`src/oraret_pkg.sv`:
```
// Purpose: Shared constants and types for the OR and return instruction execution block.
// Assumes: 8-bit data, 13-bit program counter, 8-level hardware stack.
// Notes:   Opcode codes are local to this block's decoded-operation port.
package oraret_pkg;
    localparam int DATA_W  = 8;
    localparam int PC_W    = 13;
    localparam int STACK_D = 8;
    localparam int SP_W    = 3;
    localparam int OP_W    = 4;

    localparam logic [OP_W-1:0] OP_NOP      = 4'h0;
    localparam logic [OP_W-1:0] OP_OR_AM    = 4'h1;
    localparam logic [OP_W-1:0] OP_OR_AX    = 4'h2;
    localparam logic [OP_W-1:0] OP_ORM      = 4'h3;
    localparam logic [OP_W-1:0] OP_RET      = 4'h4;
    localparam logic [OP_W-1:0] OP_RET_AX   = 4'h5;
    localparam logic [OP_W-1:0] OP_INTERRUPT_EXIT_INSTR     = 4'h6;
    localparam logic [OP_W-1:0] OP_CALL     = 4'h7;

    localparam logic [DATA_W-1:0] ACC_RESET = 8'h00;
    localparam logic [PC_W-1:0]   PC_RESET  = 13'h0000;
    localparam logic [PC_W-1:0]   PC_ONE    = 13'h0001;
    localparam logic [PC_W-1:0]   INT_VECTOR = 13'h0004;
    localparam logic [SP_W-1:0]   SP_ONE    = 3'h1;
    localparam logic [SP_W-1:0]   SP_RESET  = 3'h0;

    typedef enum logic [2:0] {
        ORAR_IDLE = 3'b001,
        ORAR_EXEC = 3'b010,
        ORAR_WAIT = 3'b100
    } oraret_state_t;
endpackage

```
`src/oraret_stack.sv`:
```
// Purpose: Hardware return-address stack memory.
// Assumes: At most one write per cycle and one read every cycle; read data is registered.
// Notes:   Stack pointer is kept by the caller.
`timescale 1ns/10ps
`default_nettype none
module oraret_stack (
    // Clock.
    input  wire logic                         clk,
    // Write side.
    input  wire logic                         wr_en,
    input  wire logic [oraret_pkg::SP_W-1:0]  wr_addr,
    input  wire logic [oraret_pkg::PC_W-1:0]  wr_data,
    // Read side.
    input  wire logic [oraret_pkg::SP_W-1:0]  rd_addr,
    output var  logic [oraret_pkg::PC_W-1:0]  rd_data
);
    import oraret_pkg::*;

    logic [PC_W-1:0] mem [STACK_D];

    always_ff @(posedge clk) begin
        if (wr_en) begin
            mem[wr_addr] <= wr_data;
        end
        rd_data <= mem[rd_addr];
    end
endmodule // oraret_stack
`default_nettype wire

```
`src/oraret_core.sv`:
```
// Purpose: Executes the OR forms, the three return forms, call and no-operation.
// Assumes: One decoded instruction offered per start pulse; memory read data valid with it.
// Notes:   Returns take three cycles from start to done because the stack read data is registered.
`timescale 1ns/10ps
`default_nettype none
// Summary of operation
// RULE1: Accumulator OR memory byte goes to accumulator; zero flag follows result.
// RULE2: Accumulator OR immediate goes to accumulator; zero flag follows result.
// RULE3: Memory OR accumulator goes to memory; accumulator kept; zero flag updated.
// RULE4: Plain return pops program counter, resumes there, touches no flags.
// RULE5: Return with immediate pops program counter, loads immediate into accumulator.
// RULE6: Interrupt return with no interrupt pending pops program counter and sets master interrupt enable.
// RULE7: Pending interrupt at interrupt return is serviced before the main program.
// RULE8: No-operation only advances the program counter.
module oraret_core (
    // Clock and reset.
    input  wire logic                           clk,
    input  wire logic                           rst,
    // Decoded instruction.
    input  wire logic                           start,
    input  wire logic [oraret_pkg::OP_W-1:0]    op,
    input  wire logic [oraret_pkg::DATA_W-1:0]  imm,
    input  wire logic [oraret_pkg::DATA_W-1:0]  mem_rdata,
    input  wire logic [oraret_pkg::PC_W-1:0]    call_target,
    // Interrupt request.
    input  wire logic                           irq_pending,
    // Memory write.
    output var  logic                           mem_we,
    output var  logic [oraret_pkg::DATA_W-1:0]  mem_wdata,
    // Core state.
    output var  logic [oraret_pkg::DATA_W-1:0]  acc,
    output var  logic                           zero_flag,
    output var  logic [oraret_pkg::PC_W-1:0]    pc,
    output var  logic                           master_interrupt_enable,
    output var  logic                           busy,
    output var  logic                           done
);
    import oraret_pkg::*;

    typedef struct packed {
        oraret_state_t         state;
        logic [OP_W-1:0]       op;
        logic [DATA_W-1:0]     imm;
        logic [DATA_W-1:0]     acc;
        logic                  zero_flag;
        logic [PC_W-1:0]       pc;
        logic                  master_interrupt_enable;
        logic [SP_W-1:0]       sp;
        logic                  mem_we;
        logic [DATA_W-1:0]     mem_wdata;
        logic                  done;
    } oraret_regs_t;

    oraret_regs_t r;
    oraret_regs_t next_r;

    logic            stk_we;
    logic [SP_W-1:0] stk_waddr;
    logic [PC_W-1:0] stk_wdata;
    logic [PC_W-1:0] stk_rdata;
    logic [DATA_W-1:0] or_result;

    function automatic logic is_return(input logic [OP_W-1:0] code);
        return (code == OP_RET) || (code == OP_RET_AX) || (code == OP_INTERRUPT_EXIT_INSTR);
    endfunction

    oraret_stack u_stack (
        .clk     (clk),
        .wr_en   (stk_we),
        .wr_addr (stk_waddr),
        .wr_data (stk_wdata),
        .rd_addr (r.sp - SP_ONE),
        .rd_data (stk_rdata)
    );

    assign or_result = r.acc | (op == OP_OR_AX ? imm : mem_rdata);

    always_comb begin
        next_r    = r;
        next_r.mem_we = 1'b0;
        next_r.done   = 1'b0;
        stk_we    = 1'b0;
        stk_waddr = r.sp;
        stk_wdata = r.pc + PC_ONE;
        case (r.state)
            ORAR_IDLE: begin
                if (start) begin
                    next_r.op  = op;
                    next_r.imm = imm;
                    if (is_return(op)) begin
                        next_r.state = ORAR_EXEC;
                    end else begin
                        next_r.done = 1'b1;
                        next_r.pc   = r.pc + PC_ONE; // [RULE8]
                        case (op)
                            OP_OR_AM, OP_OR_AX: begin
                                next_r.acc       = or_result; // [RULE1] [RULE2]
                                next_r.zero_flag = (or_result == '0); // [RULE1] [RULE2]
                            end
                            OP_ORM: begin
                                next_r.mem_we    = 1'b1; // [RULE3]
                                next_r.mem_wdata = or_result; // [RULE3]
                                next_r.zero_flag = (or_result == '0); // [RULE3]
                            end
                            OP_CALL: begin
                                stk_we    = 1'b1;
                                next_r.sp = r.sp + SP_ONE;
                                next_r.pc = call_target;
                            end
                            default: begin
                            end
                        endcase
                    end
                end
            end
            ORAR_EXEC: begin
                next_r.state = ORAR_WAIT;
            end
            ORAR_WAIT: begin
                next_r.state = ORAR_IDLE;
                next_r.done  = 1'b1;
                next_r.sp    = r.sp - SP_ONE;
                next_r.pc    = stk_rdata; // [RULE4]
                if (r.op == OP_RET_AX) begin
                    next_r.acc = r.imm; // [RULE5]
                end
                if (r.op == OP_INTERRUPT_EXIT_INSTR) begin
                    if (irq_pending) begin
                        stk_we    = 1'b1; // [RULE7]
                        stk_waddr = r.sp - SP_ONE;
                        stk_wdata = stk_rdata;
                        next_r.sp = r.sp;
                        next_r.pc = INT_VECTOR; // [RULE7]
                        next_r.master_interrupt_enable = 1'b0;
                    end else begin
                        next_r.master_interrupt_enable = 1'b1; // [RULE6]
                    end
                end
            end
            default: begin
                next_r.state = ORAR_IDLE;
            end
        endcase
    end

    always_ff @(posedge clk or posedge rst) begin
        if (rst) begin
            r.state     <= ORAR_IDLE;
            r.op        <= OP_NOP;
            r.imm       <= ACC_RESET;
            r.acc       <= ACC_RESET;
            r.zero_flag <= 1'b0;
            r.pc        <= PC_RESET;
            r.master_interrupt_enable <= 1'b0;
            r.sp        <= SP_RESET;
            r.mem_we    <= 1'b0;
            r.mem_wdata <= ACC_RESET;
            r.done      <= 1'b0;
        end else begin
            r <= next_r;
        end
    end

    always_ff @(posedge clk or posedge rst) begin
        if (rst) begin
            busy <= 1'b0;
        end else begin
            busy <= (next_r.state != ORAR_IDLE);
        end
    end

    assign mem_we    = r.mem_we;
    assign mem_wdata = r.mem_wdata;
    assign acc       = r.acc;
    assign zero_flag = r.zero_flag;
    assign pc        = r.pc;
    assign master_interrupt_enable = r.master_interrupt_enable;
    assign done      = r.done;
endmodule // oraret_core
`default_nettype wire

```
`config.mk`:
```
export PLATFORM = sky130hd
export DESIGN_NAME = oraret_core
export DESIGN_NICKNAME = d
export VERILOG_FILES = /design/src/oraret_pkg.sv /design/src/oraret_stack.sv /design/src/oraret_core.sv
export SDC_FILE = /design/constraint.sdc
export NUM_CORES = 1
export LEC_CHECK = 0
export BUFFER_PORTS_ARGS = -buffer_cell sky130_fd_sc_hd__buf_2
export CAP_MARGIN = 0
export CORE_AREA = 2 2 127 129
export CTS_CLUSTER_SIZE = 30
export DETAILED_ROUTE_END_ITERATION = 6
export DIE_AREA = 0 0 129 131
export HOLD_SLACK_MARGIN = 0.05
export PLACE_DENSITY = 0.68
export SYNTH_ARGS = -nofsm -noshare
export SYNTH_HDL_FRONTEND = slang
export SYNTH_HIERARCHICAL = 1
export SYNTH_SLANG_ARGS = --single-unit
export TNS_END_PERCENT = 5
```
`constraint.sdc`:
```
create_clock -name clk -period 4.7 [get_ports clk]
set_clock_uncertainty 0.15 [all_clocks]
set_input_delay 0.235 -clock clk [delete_from_list [all_inputs] [get_ports clk]]
set_output_delay 0.235 -clock clk [all_outputs]
set_load 0.01 [all_outputs]
```
[Word level (Yosys, flattened, before mapping)]
Memories as Yosys holds them, arrays and structs flattened. A register that Yosys moved wholly into a read port is not among the register bits.
Cells that the tools add are included.
Word-level totals
  logic and storage cells: 86
  output and inout port bits: 34
  bits of input ports: 37
  memories: 1
  register bits after elaboration: 52
  bits in writable memories: 104
Memories
  u_stack.mem: words 8, bits a word 13, read ports 1, clocked after Yosys merged registers in 1, write ports 1, RTL line oraret_stack.sv:19  | logic [PC_W-1:0] mem [STACK_D];
Cells by class
  $add $sub $neg: 3
  bitwise logic cells: 2
  equal/unequal tests: 19
  reduce and logical (&&, ||, !) cells: 13
  muxes and demuxes: 36
Operators with widths (count)
  13-bit 2-to-1 mux: 7
  37-bit 2-to-1 mux: 1
  13-bit one-hot mux with 2 select lines: 1
  4-bit by 3-bit equality test with 1-bit output, second input constant: 6
  8-bit 2-to-1 mux: 3
  22-bit 2-to-1 mux: 1
  3-bit 2-to-1 mux: 6
  9-bit 2-to-1 mux: 2
  17-bit 2-to-1 mux: 1
  8-bit one-hot mux with 2 select lines: 1
  13-bit by 1-bit adder with 13-bit output, second input constant: 1
  3-bit one-hot mux with 2 select lines: 2
  5-bit AND reduction: 2
  1-bit 2-to-1 mux: 9
  4-bit by 2-bit equality test with 1-bit output, second input constant: 2
  8-bit logical NOT: 1
  8-bit bitwise OR: 1
  4-bit AND reduction: 2
  2-bit != test, second input constant: 3
  4-bit by 1-bit equality test with 1-bit output, second input constant: 1
  2-bit by 1-bit != test with 1-bit output, second input constant: 2
  1-bit one-hot mux with 2 select lines: 2
  2-bit AND reduction: 2
  3-bit by 1-bit adder with 3-bit output, second input constant: 1
  12 further kinds: 13

[Longest topological paths before layout]
Gate-level depths: netlist of the first run.
  word-level depth: 9
  gate-level depth with buffers: 8
  depth with buffers taken out: 7

[Cells and area by module]
Netlist of the first run, hierarchy kept.
Modules (own cells, without submodules)
  oraret_stack: cells each 176, instances 1, area an instance 4315.4 um2, sequential area each 3383.2 um2
  oraret_core: cells each 375, instances 1, area an instance 3295.7 um2, sequential area each 1302.5 um2

[Least setup slack after synthesis of the first run]
Ideal clock, no wire load.
  kind: reg2reg
  start: register r[49] (netlist bit)
  end: memory u_stack.mem[0][0], enable pin
  setup slack: 1642 ps
  arrival time: 2508 ps
  required time: 4150 ps
  setup time: 400 ps
  cell stages (with the launch flop): 7
  path buffers: 1
  cell sequence: dfrtp_1 -> nor3b_4 -> nand2_1 -> clkbuf_1 -> nand2_1 -> o21ai_0 -> nor3_1
On the way
  elaborated cells between the ends (all ways): 6
  classes of those cells: eq/ne: 2; mux: 4
RTL lines
  start, declared: RTL line oraret_core.sv:54  | oraret_regs_t r;
  start signal, assigned: RTL line oraret_core.sv:160  | r <= next_r;
  3-bit equality test: RTL line oraret_core.sv:85  | case (r.state)
  3-bit 2-to-1 mux: RTL line oraret_core.sv:85
  net stk_waddr[1]: RTL line oraret_core.sv:58  | logic [SP_W-1:0] stk_waddr;
  end, declared: RTL line oraret_stack.sv:19
The timed path passes the listed nets, and every way through them passes these cells.

[Worst setup path in the final report of the first run]
  start: input port op[3] (netlist bit)
  end: memory u_stack.mem[0][12], enable pin
On the way
  word-level cells in the longest chain between the ends: 8
  elaborated cells between the ends (all ways): 12
  classes of those cells: eq/ne: 4; mux: 6; reduce/logical: 2
RTL lines
  start, declared: RTL line oraret_core.sv:21  | input wire logic [oraret_pkg::OP_W-1:0] op,
  4-bit by 3-bit equality test with 1-bit output: RTL line oraret_core.sv:64  | return (code == OP_RET) || (code == OP_RET_AX) || (code == OP_INTERRUPT_EXIT_INSTR);
  1-bit logical OR (2 in a row): RTL line oraret_core.sv:64
  1-bit 2-to-1 mux (*): RTL line oraret_core.sv:90  | if (is_return(op)) begin
  1-bit 2-to-1 mux (*): RTL line oraret_core.sv:87  | if (start) begin
  1-bit one-hot mux with 2 select lines (*): RTL line oraret_core.sv:85
  net stk_we: RTL line oraret_core.sv:57  | logic stk_we;
  1-bit 2-to-1 mux (*): RTL line oraret_stack.sv:22  | if (wr_en) begin
  1-bit 2-to-1 mux (implied by the code) (*): RTL line oraret_stack.sv:23  | mem[wr_addr] <= wr_data;
The timed path passes the listed nets; every way through them passes the cells marked *.

==> impl_metrics.py, run 1 <==
metrics = {
    "run_status": {
        "status": "complete, no violations",
    },
    "sta": {
        "fin_crit_ns": 3.45,
        "maxSlewViolCount": 0,
        "rsz0062_at_grt": "no",
        "timing.hold.ws_ns": 0.105,
        "setup_tns_ns": 0,
        "hold_viol": 0,
        "worstMarginPinSlew_ns": 1.22,
        "setup_violations": 0,
        "clock.fmax_mhz": 290,
        "period_share_pct": 73.4,
        "max_slew_margin_pct": 18.1,
    },
    "pwr": {
        "powerDensity_mw_per_mm2": 504,
        "p_leak_nw": 3.44,
        "peakVddDrop_v": 0.000272,
        "power_mw": 4.42,
    },
    "synthesis": {
        "synth-seq-area-share_pct": 61.6,
        "synth_top_area_share_pct": 41.0,
        "netlist_instances": 551,
        "syn_area_mm2": 0.00761,
        "synth_area_leader_cell": "edfxtp_1",
        "yosys_most_used_dff": "edfxtp_1",
        "synth-async-reset-ratio_pct": 30.8,
        "synth-seq-cells": 169,
        "synth_cell_types": 66,
        "yosysWarnings": 6,
        "synth-edff-count": 104,
        "synth.area.top_cells": "edfxtp_1 (41%), dfrtp_1 (17%), mux4_1 (8.3%)",
        "syn_area_per_cell_um2": 13.8,
        "syn-num-nets": 591,
    },
    "die": {
        "start_util_pct": 48.8,
        "num_rows": 46,
        "core_mm2": 0.0156,
        "die_h_um": 131,
        "dieArea_mm2": 0.0169,
        "die_w_um": 129,
        "ios": 71,
    },
    "place": {
        "placed_cells": 796,
        "port_buffers": 70,
        "dp_hpwl_um": 11100,
        "place.gp.congestion": 0.835,
    },
    "hold_path": {
        "hold_depth": 4,
        "worstHoldStart": "call_target[5]",
        "hold_class": "input port to flip-flop",
        "hold_end": "pc[5]",
    },
    "clocking": {
        "clk_path_buf_depth": 2,
        "htreeDepth": 4,
        "cts_sinks": 169,
        "clk_pin_slew_ns": 0.07,
        "clk_latency_ns": 0.42,
        "cts_root_buf": "clkbuf_16",
        "numCtsBuffers": 17,
        "post_cts_resized": 0,
        "cts_tree": "built",
    },
    "detailed_routing": {
        "post_drt_wl_per_cell_um": 19.5,
        "routed_wirelength_um": 16500,
        "drt_iter0_markers": 479,
        "drc": 0,
        "viasPerCell": 5.61,
        "ant_nets": 0,
        "dr.pass1.iters": 4,
        "num_vias": 4772,
    },
    "critical_path": {
        "rr_worst_depth": 8,
        "critical_path_class": "input port to flip-flop",
        "rr_endpoint": "u_stack/mem[7][11]",
        "cp.arrival_ns": 3.33,
        "timing.rr.start": "r[47]",
        "worstSetupEndpointType": "flip-flop",
        "cp-start-kind": "input port",
        "worstPathRequired_ns": 4.58,
        "critPathMaxFanout": 15,
        "r2r_slack_ns": 1.44,
    },
    "final_layout": {
        "area_growth_syn_to_layout_pct": 15.3,
        "antenna_cells": 0,
        "fin_util_pct": 56.3,
        "drive_gt1_share_pct": 24.1,
        "final_nets": 661,
        "final_cell_count_no_fill": 850,
    },
    "grt": {
        "grt_use_total_pct": 20.4,
        "antenna_found_initial": 0,
        "grt_start_max_net_pins": 53,
        "grt_overflow": 0,
        "grt_pass1_vias": 4584,
        "grt_pass1_wl_um": 25400,
    },
    "job": {
        "drv_cap": 0,
    },
}
## layout by cell type, fill, tap and decap left out, drive strengths merged, types with 2 or more instances in the layout
cell and count:
nor2b 8, a32oi 2, dlygate4sd3 22, nor3b 2, bufinv 2, dfrtp 51, nand3 12, inv 18
a211oi 10, and2b 2, o21ai 24, mux4 26, xnor2 7, nor2 40, a22oi 2, a21oi 15
clkinv 3, o21bai 2, edfxtp 104, mux2 22, a221o 5, nor3 8, xor2 10, clkbuf 21
o41ai 2, nor4 3, a31oi 7, and3 2, dfxtp 13, nand2 70, a2bb2oi 3, ha 3
buf 82, nand4 5, nand2b 4, a21o 3, o211ai 2
## synthesized netlist by cell type (all sizes together), types with 2 or more instances
cell type and instances:
a21oi 15, xnor2 7, a32oi 2, mux2 22, o211ai 2, a2bb2oi 3
nor2b 8, nand3 12, nor3 8, a221o 5, dfxtp 13, a211oi 10
dfrtp 51, xor2 10, a22oi 2, a21o 3, o21bai 2, nor3b 2
mux4 26, ha 3, nor2 40, edfxtp 104, o21ai 24, nand2b 4
buf 44, nand2 70, a31oi 7, clkbuf 9, and3 2, o41ai 2
nand4 5, inv 12, and2b 2, nor4 3
## registers in the layout, summed over array words and instances (netlist names)
signal / count
r: 18
u_stack/mem: 104
busy: 1
mem_wdata: 8
mem_we: 1
master_interrupt_enable: 1
zero_flag: 1
pc: 13
u_stack/rd_data: 13
acc: 8
done: 1
## critical path, cell delays in order
cell and delay, ns:
dlygate4sd3_1 0.53, buf_2 0.16, and2b_1 0.35, nand3_1 0.50, o21ai_0 0.42, nand2b_1 0.18
nor3_2 0.95
## through the flow
step	worst slack [ns]	instance area, um2
2_1_floorplan	1.64	7610
3_3_place_gp	1.49	7970
3_5_place_dp	1.39	7970
4_1_cts	1.30	8780
5_1_grt	0.988	8780
6_report	1.25	8780
## routing by layer
| layer | up-vias | GRT usage, % | routed length (um) |
|---|---|---|---|
| met3 | 18 | 4.72 | 955 |
| met1 | 2402 | 28.0 | 7520 |
| met5 | - | 0 | 0 |
| li1 | 2182 | - | - |
| met4 | 0 | 6.91 | 264 |
| met2 | 170 | 32.4 | 7800 |
## power breakdown
| group | total, mW | switching, mW | internal (mW) |
|---|---|---|---|
| combinational | 1.10 | 0.575 | 0.529 |
| clock | 1.39 | 0.576 | 0.809 |
| sequential | 1.93 | 0.141 | 1.79 |
| total | 4.42 | 1.29 | 3.13 |
## logic make-up (layout without fill, tap and decap cells)
group / count (synthesis) / count (layout) / synth area share [%]
flops: 169 / 169 / 61.6
mux: 48 / 48 / 12.1
compound gates: 85 / 85 / 7.97
xor+xnor: 17 / 17 / 1.96
fa+ha+maj: 3 / 3 / 0.493
buf+inv: 65 / 148 / 5.44
simple gates: 164 / 164 / 10.4
## worst max path at each step
stage          startpoint            endpoint  slack (ns)  cells after the start
3_3_place_gp        op[3]  u_stack/mem[0][10]        1.49                      6
4_1_cts             op[3]  u_stack/mem[0][12]        1.30                      7
6_report            op[3]  u_stack/mem[0][12]        1.25                      7
3_5_place_dp        op[3]  u_stack/mem[0][10]        1.39                      6
2_1_floorplan       r[49]   u_stack/mem[0][0]        1.64                      6
5_1_grt             op[3]   u_stack/mem[0][1]        0.99                      7
## final cells by class
| type | count | area (um2) |
|---|---|---|
| inverter | 12 | 45.0 |
| timing repair buffer | 104 | 661 |
| tap | 216 | 270 |
| clock inverter | 11 | 136 |
| clock buffer | 21 | 450 |
| sequential | 169 | 4690 |
| fill | 1221 | 6820 |
| multi-input combinational | 317 | 2530 |
## repair_timing
action,in CTS,in global routing
setup buffers,0,0
hold endpoints to repair,77,0
hold buffers,22,0
(Power assumes the default switching activity.)
==> run 2, diff against run 1 <==
- clock period: 4.7 -> 3.3 ns (I/O delays scaled with it)
==> run 2 against run 1 <==
Net effect: sequential share of layout area decreased by 1.1 points; non-clock buffer count increased by 18; largest cell class unchanged; hold slack got worse by 0.053 ns.
==> impl_metrics.py, run 2 (synthesis gave the netlist of run 1 again) <==
metrics = {
    "detailed_routing": {
        "drt_iter0_markers": 515,
        "num_vias": 4763,
        "ant_nets": 0,
        "drc": 0,
        "viasPerCell": 5.49,
        "routed_wirelength_um": 16400,
        "dr.pass1.iters": 5,
        "post_drt_wl_per_cell_um": 18.8,
    },
    "clocking": {
        "cts_sinks": 169,
        "post_cts_resized": 0,
        "numCtsBuffers": 17,
        "cts_setup_buffers": 0,
        "clk_path_buf_depth": 2,
        "clk_pin_slew_ns": 0.07,
        "cts_root_buf": "clkbuf_16",
        "clk_latency_ns": 0.43,
        "htreeDepth": 4,
        "cts_hold_buf": 30,
        "cts_tree": "built",
    },
    "die": {
        "core_mm2": 0.0156,
        "die_h_um": 131,
        "num_rows": 46,
        "dieArea_mm2": 0.0169,
        "start_util_pct": 48.8,
        "ios": 71,
        "die_w_um": 129,
    },
    "hold_path": {
        "hold_depth": 4,
        "hold_class": "input port to flip-flop",
    },
    "sta": {
        "timing.hold.ws_ns": 0.0522,
        "fin_crit_ns": 2.82,
        "setup_violations": 0,
        "worstMarginPinSlew_ns": 0.826,
        "clock.fmax_mhz": 355,
        "setup_tns_ns": 0,
        "rsz0062_at_grt": "no",
        "period_share_pct": 85.4,
        "hold_viol": 0,
        "maxSlewViolCount": 0,
        "max_slew_margin_pct": 44.8,
    },
    "grt": {
        "grt_use_total_pct": 20.2,
        "grt_pass1_vias": 4554,
        "grt_start_max_net_pins": 40,
        "grt_pass1_wl_um": 25300,
        "antenna_found_initial": 0,
        "grt_overflow": 0,
    },
    "final_layout": {
        "area_growth_syn_to_layout_pct": 17.7,
        "largest_reg_flops": 104,
        "reg_top3": "u_stack/mem: 104 flops, r: 18 flops",
        "final_cell_count_no_fill": 868,
        "fin_util_pct": 57.4,
        "antenna_cells": 0,
        "final_nets": 679,
        "fin_area_mm2": 0.00896,
        "final_common_cell": "edfxtp_1",
        "top_register": "u_stack/mem",
        "layout_common_cells": "edfxtp_1 (104), buf_2 (70), nand2_1 (69)",
        "drive_gt1_share_pct": 25.6,
    },
    "place": {
        "post_dp_cell_area_mm2": 0.00805,
        "port_buffers": 70,
        "place.gp.congestion": 0.807,
        "placed_cells": 806,
        "dp_hpwl_um": 11500,
    },
    "critical_path": {
        "critPathMaxFanout": 13,
        "crit_buf_inv": 1,
        "rr_worst_depth": 7,
        "cp_slowest_cell": "o21ai_0",
        "crit_chain": "nor2b_1 > and3_1 > nand2_1 > o21ai_0 > nand2b_1 > nor2_1 > buf_4",
        "worstPathRequired_ns": 3.27,
        "cp-start-kind": "flip-flop",
        "cp.arrival_ns": 2.79,
        "critPathMaxStageDelay_ns": 0.68,
        "critical_path_class": "flip-flop to flip-flop",
        "worstSetupEndpointType": "flip-flop",
        "crit_cells": 7,
        "cp_top_family": "simple AND/OR/NAND/NOR gates",
    },
    "pwr": {
        "powerDensity_mw_per_mm2": 705,
        "p_leak_nw": 3.53,
        "peakVddDrop_v": 0.000379,
    },
    "run_status": {
        "status": "complete, no violations",
    },
    "job": {
        "drv_cap": 0,
    },
}
==> run 2: cell types whose count changed in the layout (fill, tap and decap cells not counted) <==
cell,before,now
buf_4,12,22
dlygate4sd3_1,22,30
clkbuf_1,3,0
inv_6,5,3
clkinv_8,0,4
inv_12,0,2
bufinv_16,2,0
clkinv_1,1,0
clkbuf_8,1,0
inv_8,1,4
==> run 2: final timing paths <==
check / from / end / slack [ns]
worst max-delay path: r[47] / u_stack/mem[6][1] / 0.48
worst min-delay path: mem_rdata[5] / mem_wdata[5] / 0.05
worst max register to register: r[47] / u_stack/mem[6][1] / 0.48
worst min register to register: mem_wdata[6] / mem_wdata[6] / 0.33
max in group asynchronous: rst / acc[1] / 1.99
min in group asynchronous: rst / pc[4] / 0.28
==> run 2: per-layer routing <==
metal / wire length, um / up-vias / GRT usage [%]
met5: 0 / - / 0
met4: 325 / 0 / 8.18
met3: 823 / 22 / 3.91
met2: 7700 / 182 / 32.2
met1: 7510 / 2336 / 27.5
li1: - / 2223 / -
==> run 2: tightest hold or removal path, stage by stage <==
cell,delay (ns)
buf_2,0.08
nor2b_1,0.12
a211oi_1,0.08
o21ai_0,0.15
==> run 2: power breakdown <==
| group | switching (mW) | internal (mW) |
|---|---|---|
| Combinational | 0.805 | 0.765 |
| Clock | 0.951 | 1.04 |
| Sequential | 0.206 | 2.55 |
| Total | 1.96 | 4.35 |
==> run 2: cell type report <==
type                            instances  area (um2)
Multi-Input combinational cell        317        2530
Sequential cell                       169        4690
Inverter                               12        45.0
Clock inverter                         15         186
Clock buffer                           17         425
Fill cell                            1162        6640
Tap cell                              216         270
Timing Repair Buffer                  122         816
==> run 2: through the flow <==
step / power [mW] / setup WS (ns)
global route: 6.60 / 0.307
global placement: 4.30 / 0.698
floorplan: 3.98 / 0.242
detailed placement: 4.32 / 0.624
CTS: 6.35 / 0.559
finish: 6.31 / 0.482
